==> src/hw/line_alarm_pkg.sv <==
// constants, types and helpers shared by the alarm and loopback block
package line_alarm_pkg;
  localparam int CHANNELS = 4;                // line channels per device
  localparam int CNT_W = 8;                   // width of bit-position counters
  localparam logic [7:0] DS1_ZERO_LIMIT = 8'h64;   // 100 zeros
  localparam logic [7:0] CEPT_ZERO_LIMIT = 8'hFF;  // 255 zeros
  localparam int DENSITY_SHIFT = 3;           // 12.5% is one eighth
  localparam logic [7:0] TX_IDLE_LIMIT = 8'h20;    // zero bits meaning no data sent
  localparam int CLK_PERIOD_PS = 25000;       // ref_clk period, 40 MHz
  localparam int CLK_LOSS_NS = 2000;          // silence that counts as a lost clock
  // least time: round up to whole cycles
  localparam int CLK_LOSS_CYCLES = (CLK_LOSS_NS * 1000 + CLK_PERIOD_PS - 1) / CLK_PERIOD_PS;
  localparam int WATCH_N = 17;                // watched clock signals
  // reset values of the alarm outputs (inactive)
  localparam logic ALARM_N_RESET = 1'b1;
  localparam logic REF_LOSS_RESET = 1'b0;

  // loopback selection per channel
  typedef enum logic [1:0] {
    LOOP_NONE = 2'b00,
    LOOP_FULL_LOCAL = 2'b01,
    LOOP_REMOTE = 2'b10,
    LOOP_DIGITAL = 2'b11
  } loop_mode_e;

  // one active-low request selects a loop; none or several select nothing
  function automatic loop_mode_e loop_decode(input logic fl_n, input logic rl_n,
                                             input logic dl_n);
    case ({fl_n, rl_n, dl_n})
      3'b011: loop_decode = LOOP_FULL_LOCAL;
      3'b101: loop_decode = LOOP_REMOTE;
      3'b110: loop_decode = LOOP_DIGITAL;
      default: loop_decode = LOOP_NONE;
    endcase
  endfunction : loop_decode

  // length of the zero run and of the density window
  function automatic logic [7:0] zero_limit(input logic cept);
    zero_limit = cept ? CEPT_ZERO_LIMIT : DS1_ZERO_LIMIT;
  endfunction : zero_limit

  // saturating increment of a bit-position count
  function automatic logic [7:0] sat_inc(input logic [7:0] v);
    sat_inc = (v == 8'hFF) ? v : v + 8'h01;
  endfunction : sat_inc
endpackage : line_alarm_pkg

==> src/hw/clk_watch_if.sv <==
// carrier between the alarm block and its clock activity watcher
`timescale 1ns/1ps
interface clk_watch_if #(parameter int N = 17);
  logic [N-1:0] sample;  // sampled clock levels
  logic [N-1:0] lost;    // level per clock: no edge for the loss time
  modport watcher (input sample, output lost);
  modport user (output sample, input lost);
endinterface : clk_watch_if

==> src/hw/clk_watch.sv <==
// clock activity watcher: flags each clock that stops toggling
`timescale 1ns/1ps
module clk_watch
  import line_alarm_pkg::*;
(
  input wire logic ref_clk,
  input wire logic rst,
  clk_watch_if.watcher w
);
  localparam int N = WATCH_N;
  localparam logic [7:0] LIMIT = 8'(CLK_LOSS_CYCLES);

  logic [N-1:0] prev_reg;        // last sampled level per clock
  logic [7:0] quiet_reg [N];     // cycles since the last edge
  logic [N-1:0] lost_reg;        // loss flags

  //////////////////////////////////////////////////////////////////////////////
  // edge memory
  always_ff @(posedge ref_clk) begin
    if (rst) prev_reg <= '0;
    else prev_reg <= w.sample;
  end

  // quiet counters restart on any edge, stop at the limit
  always_ff @(posedge ref_clk) begin
    for (int i = 0; i < N; i++) begin
      if (rst) quiet_reg[i] <= 8'h00;
      else if (prev_reg[i] != w.sample[i]) quiet_reg[i] <= 8'h00;
      else if (quiet_reg[i] != LIMIT) quiet_reg[i] <= quiet_reg[i] + 8'h01;
    end
  end

  // loss declared at the limit; a single edge clears it
  always_ff @(posedge ref_clk) begin
    for (int i = 0; i < N; i++) begin
      if (rst) lost_reg[i] <= 1'b0;
      else lost_reg[i] <= (quiet_reg[i] == LIMIT) && (prev_reg[i] == w.sample[i]);
    end
  end

  assign w.lost = lost_reg;
endmodule : clk_watch

==> src/hw/line_alarm_loopback_control.sv <==
// per-channel line alarms and loopback selection for a four-channel line interface
`timescale 1ns/1ps

// Operation
// - single rail: violation pulse one bit, polarity selectable
// - dual rail: shared pin carries negative rail
// - analog loss with two-threshold hysteresis
// - DS1: digital loss after 100 zeros
// - CEPT: digital loss after 255 zeros
// - release when ones density exceeds one eighth
// - drive monitor low on fault or idle
// - clock loss low on the channel whose tx clock stops
// - reference loss high while reference absent
// - alarm test forces channel alarms active
// - reference loss forced only if all tested
// - alarm test never touches line data
// - full local loop enables analog turnaround
// - remote loop sends received data out
// - remote loop plus alarm request sends AIS
// - digital local loop feeds tx into rx
// - several loop requests cancel all loops
// - AIS is continuous all ones
// - AIS beats looped data
module line_alarm_loopback_control
  import line_alarm_pkg::*;
(
  input wire logic ref_clk,
  input wire logic rst,
  input wire logic dual_rail,
  input wire logic alarm_polarity_select,
  input wire logic [3:0] cept_mode,
  input wire logic [3:0] rx_bit_strobe,
  input wire logic [3:0] rx_line_positive,
  input wire logic [3:0] rx_line_negative,
  input wire logic [3:0] rx_below_low,
  input wire logic [3:0] rx_above_high,
  input wire logic [3:0] tx_bit_strobe,
  input wire logic [3:0] tx_data_pos,
  input wire logic [3:0] tx_data_neg,
  input wire logic [3:0] tx_primary_fault,
  input wire logic [3:0] tx_clock_in,
  input wire logic [3:0] ja_clock,
  input wire logic [3:0] pwc_clock,
  input wire logic ja_tx_enable,
  input wire logic reference_clock,
  input wire logic [3:0] alarm_test_n,
  input wire logic [3:0] full_local_loop_n,
  input wire logic [3:0] remote_loop_n,
  input wire logic [3:0] digital_local_loop_n,
  input wire logic [3:0] tx_alarm_indication,
  output logic [3:0] rx_data_out,
  output logic [3:0] rx_data_strobe,
  output logic [3:0] coding_violation_flag,
  output logic [3:0] analog_signal_loss_n,
  output logic [3:0] digital_signal_loss_n,
  output logic [3:0] tx_drive_alarm_n,
  output logic [3:0] tx_clock_loss_n,
  output logic ref_clock_loss,
  output logic [3:0] tx_line_pos,
  output logic [3:0] tx_line_neg,
  output logic [3:0] full_local_active,
  output logic [3:0] remote_active,
  output logic [3:0] digital_local_active
);

  //////////////////////////////////////////////////////////////////////////////
  // state

  loop_mode_e loop_reg [CHANNELS];   // decoded loopback per channel
  logic [3:0] rxs;                   // receive bit strobe after loop mux
  logic [3:0] rxp;                   // receive positive rail after loop mux
  logic [3:0] rxn;                   // receive negative rail after loop mux
  logic [7:0] zeros_reg [CHANNELS];  // consecutive zero count
  logic [7:0] win_reg [CHANNELS];    // position in the density window
  logic [7:0] ones_reg [CHANNELS];   // ones seen in the window
  logic [3:0] digital_signal_loss_n_reg;              // digital loss held, active high
  logic [3:0] last_neg_reg;          // polarity of the previous mark
  logic [3:0] bpv_reg;               // violation seen on the last bit
  logic [3:0] negbit_reg;            // negative rail of the last bit
  logic [3:0] mark_seen_reg; // a single-rail mark arrived since reset
  logic [3:0] analog_signal_loss_n_reg;              // analog loss held, active high
  logic [7:0] txzero_reg [CHANNELS]; // zero bits put on the line
  logic [3:0] ais_phase_reg;         // alternates mark polarity for AIS
  logic [WATCH_N-1:0] lost;          // clock loss flags from the watcher

  clk_watch_if #(.N(WATCH_N)) watch ();

  //////////////////////////////////////////////////////////////////////////////
  // clock watching: tx, recovered, jitter attenuator, pulse width, reference

  assign watch.sample = {reference_clock, pwc_clock, ja_clock, rx_bit_strobe, tx_clock_in};
  assign lost = watch.lost;

  clk_watch u_watch (
    .ref_clk(ref_clk),
    .rst(rst),
    .w(watch)
  );

  //////////////////////////////////////////////////////////////////////////////
  // loopback selection

  // requests are re-decoded every cycle; conflicting requests give no loop
  always_ff @(posedge ref_clk) begin
    for (int i = 0; i < CHANNELS; i++) begin
      if (rst) begin
        loop_reg[i] <= LOOP_NONE;
      end else begin
        loop_reg[i] <= loop_decode(full_local_loop_n[i], remote_loop_n[i],
                                   digital_local_loop_n[i]);
      end
    end
  end

  // loop status outputs; the full local loop turns the analog path around
  always_ff @(posedge ref_clk) begin
    for (int i = 0; i < CHANNELS; i++) begin
      if (rst) begin
        full_local_active[i] <= 1'b0;
        remote_active[i] <= 1'b0;
        digital_local_active[i] <= 1'b0;
      end else begin
        // the decode leaves at most one of these set
        full_local_active[i] <= (loop_reg[i] == LOOP_FULL_LOCAL);
        remote_active[i] <= (loop_reg[i] == LOOP_REMOTE);
        digital_local_active[i] <= (loop_reg[i] == LOOP_DIGITAL);
      end
    end
  end

  // receive input: digital local loop takes the tx rails, bypassing analog
  always_comb begin
    for (int i = 0; i < CHANNELS; i++) begin
      if (loop_reg[i] == LOOP_DIGITAL) begin
        rxs[i] = tx_bit_strobe[i];
        rxp[i] = tx_data_pos[i];
        rxn[i] = tx_data_neg[i];
      end else begin
        rxs[i] = rx_bit_strobe[i];
        rxp[i] = rx_line_positive[i];
        rxn[i] = rx_line_negative[i];
      end
    end
  end

  //////////////////////////////////////////////////////////////////////////////
  // transmit line

  // AIS first, then remote loop data, then terminal data; alarm test is
  // deliberately absent here so line data never changes under test
  always_ff @(posedge ref_clk) begin
    for (int i = 0; i < CHANNELS; i++) begin
      if (rst) begin
        tx_line_pos[i] <= 1'b0;
        tx_line_neg[i] <= 1'b0;
        ais_phase_reg[i] <= 1'b0;
      end else if (tx_alarm_indication[i] && tx_bit_strobe[i]) begin
        // all ones as alternating marks
        tx_line_pos[i] <= ~ais_phase_reg[i];
        tx_line_neg[i] <= ais_phase_reg[i];
        ais_phase_reg[i] <= ~ais_phase_reg[i];
      end else if (tx_alarm_indication[i]) begin
        // hold the mark between strobes
        tx_line_pos[i] <= tx_line_pos[i];
      end else if (loop_reg[i] == LOOP_REMOTE) begin
        // the recovered bit goes straight back out
        if (rx_bit_strobe[i]) begin
          tx_line_pos[i] <= rx_line_positive[i];
          tx_line_neg[i] <= rx_line_negative[i];
        end
      end else if (tx_bit_strobe[i]) begin
        // terminal data when nothing overrides it
        tx_line_pos[i] <= tx_data_pos[i];
        tx_line_neg[i] <= tx_data_neg[i];
      end
    end
  end

  // consecutive zeros sent, for the no-data part of the drive monitor
  always_ff @(posedge ref_clk) begin
    for (int i = 0; i < CHANNELS; i++) begin
      if (rst) txzero_reg[i] <= 8'h00;
      else if (tx_bit_strobe[i] && (tx_line_pos[i] || tx_line_neg[i]))
        txzero_reg[i] <= 8'h00;
      else if (tx_bit_strobe[i]) txzero_reg[i] <= sat_inc(txzero_reg[i]);
    end
  end

  //////////////////////////////////////////////////////////////////////////////
  // receive data to the terminal

  // unipolar data: in single rail a mark on either rail is a one; dual rail takes the positive rail
  always_ff @(posedge ref_clk) begin
    for (int i = 0; i < CHANNELS; i++) begin
      if (rst) begin
        rx_data_out[i] <= 1'b0;
        rx_data_strobe[i] <= 1'b0;
      end else begin
        rx_data_strobe[i] <= rxs[i];
        if (rxs[i]) rx_data_out[i] <= dual_rail ? rxp[i] : (rxp[i] | rxn[i]);
      end
    end
  end

  //////////////////////////////////////////////////////////////////////////////
  // bipolar violation detection

  // a violation is a mark with the same polarity as the previous mark, or
  // both rails at once; substitution codes are not excluded here
  always_ff @(posedge ref_clk) begin
    for (int i = 0; i < CHANNELS; i++) begin
      if (rst) begin
        last_neg_reg[i] <= 1'b0;
        mark_seen_reg[i] <= 1'b0;
        bpv_reg[i] <= 1'b0;
        negbit_reg[i] <= 1'b0;
      end else if (rxs[i]) begin
        negbit_reg[i] <= rxn[i];
        // flag stands for exactly one bit period, until the next strobe
        // the first mark after reset has nothing to repeat, so it is clean
        bpv_reg[i] <= (rxp[i] && rxn[i]) ||
                      (mark_seen_reg[i] && rxp[i] && !last_neg_reg[i]) ||
                      (mark_seen_reg[i] && rxn[i] && last_neg_reg[i]);
        if (rxp[i] ^ rxn[i]) begin
          last_neg_reg[i] <= rxn[i];
          mark_seen_reg[i] <= 1'b1;
        end
      end
    end
  end

  //////////////////////////////////////////////////////////////////////////////
  // digital loss of signal

  // zero run per channel, cleared by any one, saturating
  always_ff @(posedge ref_clk) begin
    for (int i = 0; i < CHANNELS; i++) begin
      if (rst) zeros_reg[i] <= 8'h00;
      else if (rxs[i] && (rxp[i] || rxn[i])) zeros_reg[i] <= 8'h00;
      else if (rxs[i]) zeros_reg[i] <= sat_inc(zeros_reg[i]);
    end
  end

  // declare on a full zero run; while declared, judge density per window
  always_ff @(posedge ref_clk) begin
    for (int i = 0; i < CHANNELS; i++) begin
      if (rst) begin
        digital_signal_loss_n_reg[i] <= 1'b0;
        win_reg[i] <= 8'h00;
        ones_reg[i] <= 8'h00;
      end else if (rxs[i] && !digital_signal_loss_n_reg[i]) begin
        win_reg[i] <= 8'h00;
        ones_reg[i] <= 8'h00;
        // the strobe of the last zero of the run declares
        if (!(rxp[i] || rxn[i]) &&
            ({1'b0, zeros_reg[i]} + 9'h001 >= {1'b0, zero_limit(cept_mode[i])}))
          digital_signal_loss_n_reg[i] <= 1'b1;
      end else if (rxs[i]) begin
        // declared: judge ones density window by window
        if (win_reg[i] + 8'h01 == zero_limit(cept_mode[i])) begin
          // window complete: ones times eight above the length releases
          win_reg[i] <= 8'h00;
          ones_reg[i] <= 8'h00;
          if (({3'b000, ones_reg[i]} + {10'h000, rxp[i] | rxn[i]}) << DENSITY_SHIFT >
              {3'b000, zero_limit(cept_mode[i])})
            digital_signal_loss_n_reg[i] <= 1'b0;
        end else begin
          win_reg[i] <= win_reg[i] + 8'h01;
          ones_reg[i] <= ones_reg[i] + {7'h00, rxp[i] | rxn[i]};
        end
      end
    end
  end

  //////////////////////////////////////////////////////////////////////////////
  // analog loss of signal

  // two comparators give hysteresis; between thresholds the state holds
  always_ff @(posedge ref_clk) begin
    for (int i = 0; i < CHANNELS; i++) begin
      if (rst) analog_signal_loss_n_reg[i] <= 1'b0;
      // below the low threshold outranks above the high
      else if (rx_below_low[i]) analog_signal_loss_n_reg[i] <= 1'b1;
      else if (rx_above_high[i]) analog_signal_loss_n_reg[i] <= 1'b0;
    end
  end

  //////////////////////////////////////////////////////////////////////////////
  // alarm outputs, with alarm test override applied last

  // receive alarms
  always_ff @(posedge ref_clk) begin
    for (int i = 0; i < CHANNELS; i++) begin
      if (rst) begin
        analog_signal_loss_n[i] <= ALARM_N_RESET;
        digital_signal_loss_n[i] <= ALARM_N_RESET;
      end else begin
        // alarm test pulls both losses low
        analog_signal_loss_n[i] <= ~analog_signal_loss_n_reg[i] & alarm_test_n[i];
        digital_signal_loss_n[i] <= ~digital_signal_loss_n_reg[i] & alarm_test_n[i];
      end
    end
  end

  // shared pin: negative rail in dual rail, else polarity-adjusted violation
  always_ff @(posedge ref_clk) begin
    for (int i = 0; i < CHANNELS; i++) begin
      if (rst) coding_violation_flag[i] <= alarm_polarity_select ? 1'b1 : 1'b0;
      else if (!alarm_test_n[i])
        coding_violation_flag[i] <= ~alarm_polarity_select;
      else if (dual_rail) coding_violation_flag[i] <= negbit_reg[i];
      else coding_violation_flag[i] <= bpv_reg[i] ^ alarm_polarity_select;
    end
  end

  // transmit alarms: drive monitor and transmit clock loss
  always_ff @(posedge ref_clk) begin
    for (int i = 0; i < CHANNELS; i++) begin
      if (rst) begin
        tx_drive_alarm_n[i] <= ALARM_N_RESET;
        tx_clock_loss_n[i] <= ALARM_N_RESET;
      end else begin
        // a primary fault or a long idle line pulls the monitor low
        tx_drive_alarm_n[i] <= alarm_test_n[i] & ~tx_primary_fault[i] &
                               (txzero_reg[i] < TX_IDLE_LIMIT);
        // recovered clock matters only while it feeds the line in remote loop
        tx_clock_loss_n[i] <= alarm_test_n[i] & ~(lost[i] |
                              (lost[4+i] & (loop_reg[i] == LOOP_REMOTE)) |
                              (lost[8+i] & ja_tx_enable) | lost[12+i]);
      end
    end
  end

  // reference loss: real loss, or test on every channel at once
  always_ff @(posedge ref_clk) begin
    if (rst) ref_clock_loss <= REF_LOSS_RESET;
    else ref_clock_loss <= lost[16] | (alarm_test_n == 4'h0);
  end

endmodule : line_alarm_loopback_control

==> config.mk <==
export PLATFORM = sky130hd
export DESIGN_NAME = line_alarm_loopback_control
export DESIGN_NICKNAME = d
export VERILOG_FILES = /design/src/hw/line_alarm_pkg.sv /design/src/hw/clk_watch_if.sv /design/src/hw/clk_watch.sv /design/src/hw/line_alarm_loopback_control.sv
export SDC_FILE = /design/constraint.sdc
export NUM_CORES = 1
export LEC_CHECK = 0
export BUFFER_PORTS_ARGS = -buffer_cell sky130_fd_sc_hd__buf_2
export CAP_MARGIN = 20
export CORE_ASPECT_RATIO = 1.25
export CORE_MARGIN = 3
export CORE_UTILIZATION = 53
export DETAILED_ROUTE_END_ITERATION = 8
export MAX_ROUTING_LAYER = met4
export PLACE_DENSITY = 0.7
export SLEW_MARGIN = 40
export SYNTH_ARGS = -nofsm -noshare
export SYNTH_HDL_FRONTEND = slang
export SYNTH_SLANG_ARGS = --single-unit
==> constraint.sdc <==
create_clock -name ref_clk -period 2.8 [get_ports ref_clk]
set_clock_uncertainty 0.1 [all_clocks]
set_input_delay 0.56 -clock ref_clk [delete_from_list [all_inputs] [get_ports ref_clk]]
set_output_delay 0.56 -clock ref_clk [all_outputs]
set_load 0.01 [all_outputs]
==> impl_metrics.csv <==
group,metric,value,unit
timing,post-route-period-util,0.972,
layout,final_nets,2249,
power,ir_drop,470,uV
worst_setup_path,r2r_start,"loop_reg[2][0]",
synth,synth_ff_type,"edfxtp_1",
synth,ys_seq_area_frac,0.529,
detailed_routing,vias,14100,
global_routing,grt_pass1_vias,13900,
cts,cts.sinks,383,
timing,finalHoldViolations,0,
synth,synthMostInstantiatedCell,"nor2_1",
global_routing,grtUsageTotal,0.217,
floorplan,ios,127,
global_routing,grt_max_degree,47,
synth,yosys.area.top_type,"edfxtp_1",
power,pwr_density_cell,567,nW/um^2
min_path,holdCritPathClass,"input port to flop",
placement,post-place-cells,2508,
cts,hold_buffers,0,
synth,synth_top_area_share,0.407,
cts,cts_buffers,40,
synth,synthCells,1886,
cts,cts_buffer_depth,3,
cts,htreeDepth,2,
layout,final_core_util,0.628,
detailed_routing,drtAntennaViolNets,0,
floorplan,die_area,39100,um^2
synth,netlist_top_cells_area,"edfxtp_1 41%, dfxtp_1 12%, xor2_1 6.4%",
floorplan,initial_core_util,0.543,
detailed_routing,wire_per_inst,16.0,um
worst_setup_path,crit_path_start,"loop_reg[2][0]",
timing,max_freq,0.367,GHz
job,cap_violations,0,
synth,synth_cell_types,66,
synth,ys_seq_elements,383,
placement,place_congestion,0.843,
timing,timing.hold.ws,0.0912,ns
cts,root_buffer,"clkbuf_16",
min_path,min_from,"tx_primary_fault[1]",
worst_setup_path,cp_max_fo,3,
floorplan,fp.coreArea,35800,um^2
worst_setup_path,endpoint_kind,"flop",
floorplan,rows,77,
layout,diodes,0,
global_routing,grt_pass1_wl,67700,um
detailed_routing,drt_iter0_drc,783,
layout,final_cell_count_no_fill,2585,
worst_setup_path,critPathBufInv,2,
layout,final_area,22500,um^2
placement,placed_cell_area,21000,um^2
synth,ys_async_sr_fraction,0,
synth,mappedNetlistArea,19500,um^2
cts,clk-insertion-delay-late,0.55,ns
detailed_routing,finalWirelength,41300,um
worst_setup_path,cp_top_family,"adder cells",
floorplan,die_x,177,um
layout,drive_gt1_frac,0.141,
global_routing,overflow,0,
synth,syn_nets,2056,
layout,largest_register_ffs,136,
timing,worstMarginPinSlew,0.770,ns
power,p_leak,0.00919,uW
detailed_routing,drc,0,
worst_setup_path,slowest_delay,0.37,ns
worst_setup_path,crit_chain,"nand2_4 > mux2_4 > inv_2 > ha_4 > inv_1 > ha_2 > ha_4 > nand3_2 > xnor2_2 > ha_1 > or3b_4 > a211oi_2 > o22ai_1",
synth,yosys_warnings,0,
worst_setup_path,cp.required,3.12,ns
synth,avgSynthCellArea,10.3,um^2
timing,rsz0062_at_grt,"true",
timing,fin_tns_setup,0,ns
timing,fin_crit,2.72,ns
placement,dpl.hpwl,29700,um
worst_setup_path,timing_worst_setup_path_type,"flop to flop",
timing,setup_viol,0,
placement,portBuffers,126,
worst_setup_path,crit_top_cell,"ha_4",
detailed_routing,drtPass1Iterations,5,
timing,slew_headroom,0.485,
cts,cts.clk_slew.worst_paths,0.06,ns
worst_setup_path,crit_arrival,3.04,ns
synth,synth-edff-count,264,
global_routing,antenna_found_initial,1,
worst_setup_path,critPathLaunchType,"flop",
floorplan,die_h,220,um
layout,syn2layout_area_growth,15.6,%
synth,synth_commonest_cells,"323 x nor2_1, 264 x edfxtp_1, 147 x nand3_1",
outcome,status,"completed",
worst_setup_path,crit_slowest_cell,"or3b_4",
detailed_routing,vias_per_cell,5.46,
timing,slew_violations,0,
cts,tritoncts,"yes",
## worst reg2reg max path, delay by kind of cell (launching register included)
kind | cells | cell delay [ns]
xor gates and xnor gates | 1 | 0.09
adders and majority gates | 4 | 0.78
AOI/OAI and AO/OA | 2 | 0.32
buffers and inverters | 2 | 0.13
and+or+nand+nor | 3 | 0.55
DFF | 1 | 0.33
muxes | 1 | 0.31
## metrics by stage
stage | setup WS, ns | total power (uW)
detailed placement | -0.254 | 7610
finish | 0.0784 | 12800
CTS | 0.00491 | 12900
global placement | -0.208 | 7570
floorplan | -0.0242 | 7190
global route | -0.0797 | 13300
## cells in the final DEF, fill, tap and decap left out, types with 57 or more instances in the layout
cell type | synthesis | final
a21oi_1 | 58 | 58
and3_1 | 87 | 87
buf_2 | 1 | 125
buf_4 | 1 | 57
dfxtp_1 | 119 | 114
edfxtp_1 | 264 | 264
ha_1 | 92 | 85
inv_1 | 101 | 98
nand2_1 | 120 | 116
nand3_1 | 147 | 146
nor2_1 | 323 | 323
xnor2_1 | 82 | 81
xor2_1 | 143 | 143
## layout make-up
cell class	count	area, um^2
Clock inverter	18	149
Sequential cell	383	10300
Multi-Input combinational cell	1367	8850
Timing Repair Buffer	183	1070
Inverter	104	390
Clock buffer	56	1140
Fill cell	2892	13300
Tap cell	474	593
## worst paths after layout
kind | to | slack (ns) | cells past startpoint
worst max-delay path | digital_signal_loss_n_reg[2] | 0.08 | 13
worst min-delay path | tx_drive_alarm_n[1] | 0.09 | 2
worst max register to register | digital_signal_loss_n_reg[2] | 0.08 | 13
worst min register to register | analog_signal_loss_n[1] | 0.35 | 1
## cells by family after synthesis
| logic type | share of synthesized area |
|---|---|
| adder cells (fa/ha/maj) | 0.0591 |
| XOR/XNOR | 0.101 |
| flip-flops | 0.529 |
| buffers and inverters | 0.0265 |
| AND/OR/NAND/NOR | 0.210 |
| AO/OA/AOI/OAI | 0.0584 |
| multiplexers | 0.0152 |
## metal layers
layer  vias up  routed length [um]  part of all wire  track usage
met5         -                   0                 0            -
met2       282               20300              0.49        0.367
met1      6739               18100              0.44        0.274
met3        67                1840             0.045       0.0304
li1       7022                   -                 -            -
met4         0                1040             0.025       0.0634
## report_power, final
part,internal (uW),switching (uW)
registers,6260,210
clock network,3050,2200
logic,443,602
## what timing repair did
action                                  in CTS  in global routing
endpoints found under the hold margin        0                  0
cloned                                       0                  0
setup buffers                                2                  1
resized for setup                           14                 23
pin swaps                                    5                  7
endpoints found under the setup margin       3                 39
Power figures use the tool's default switching activity.
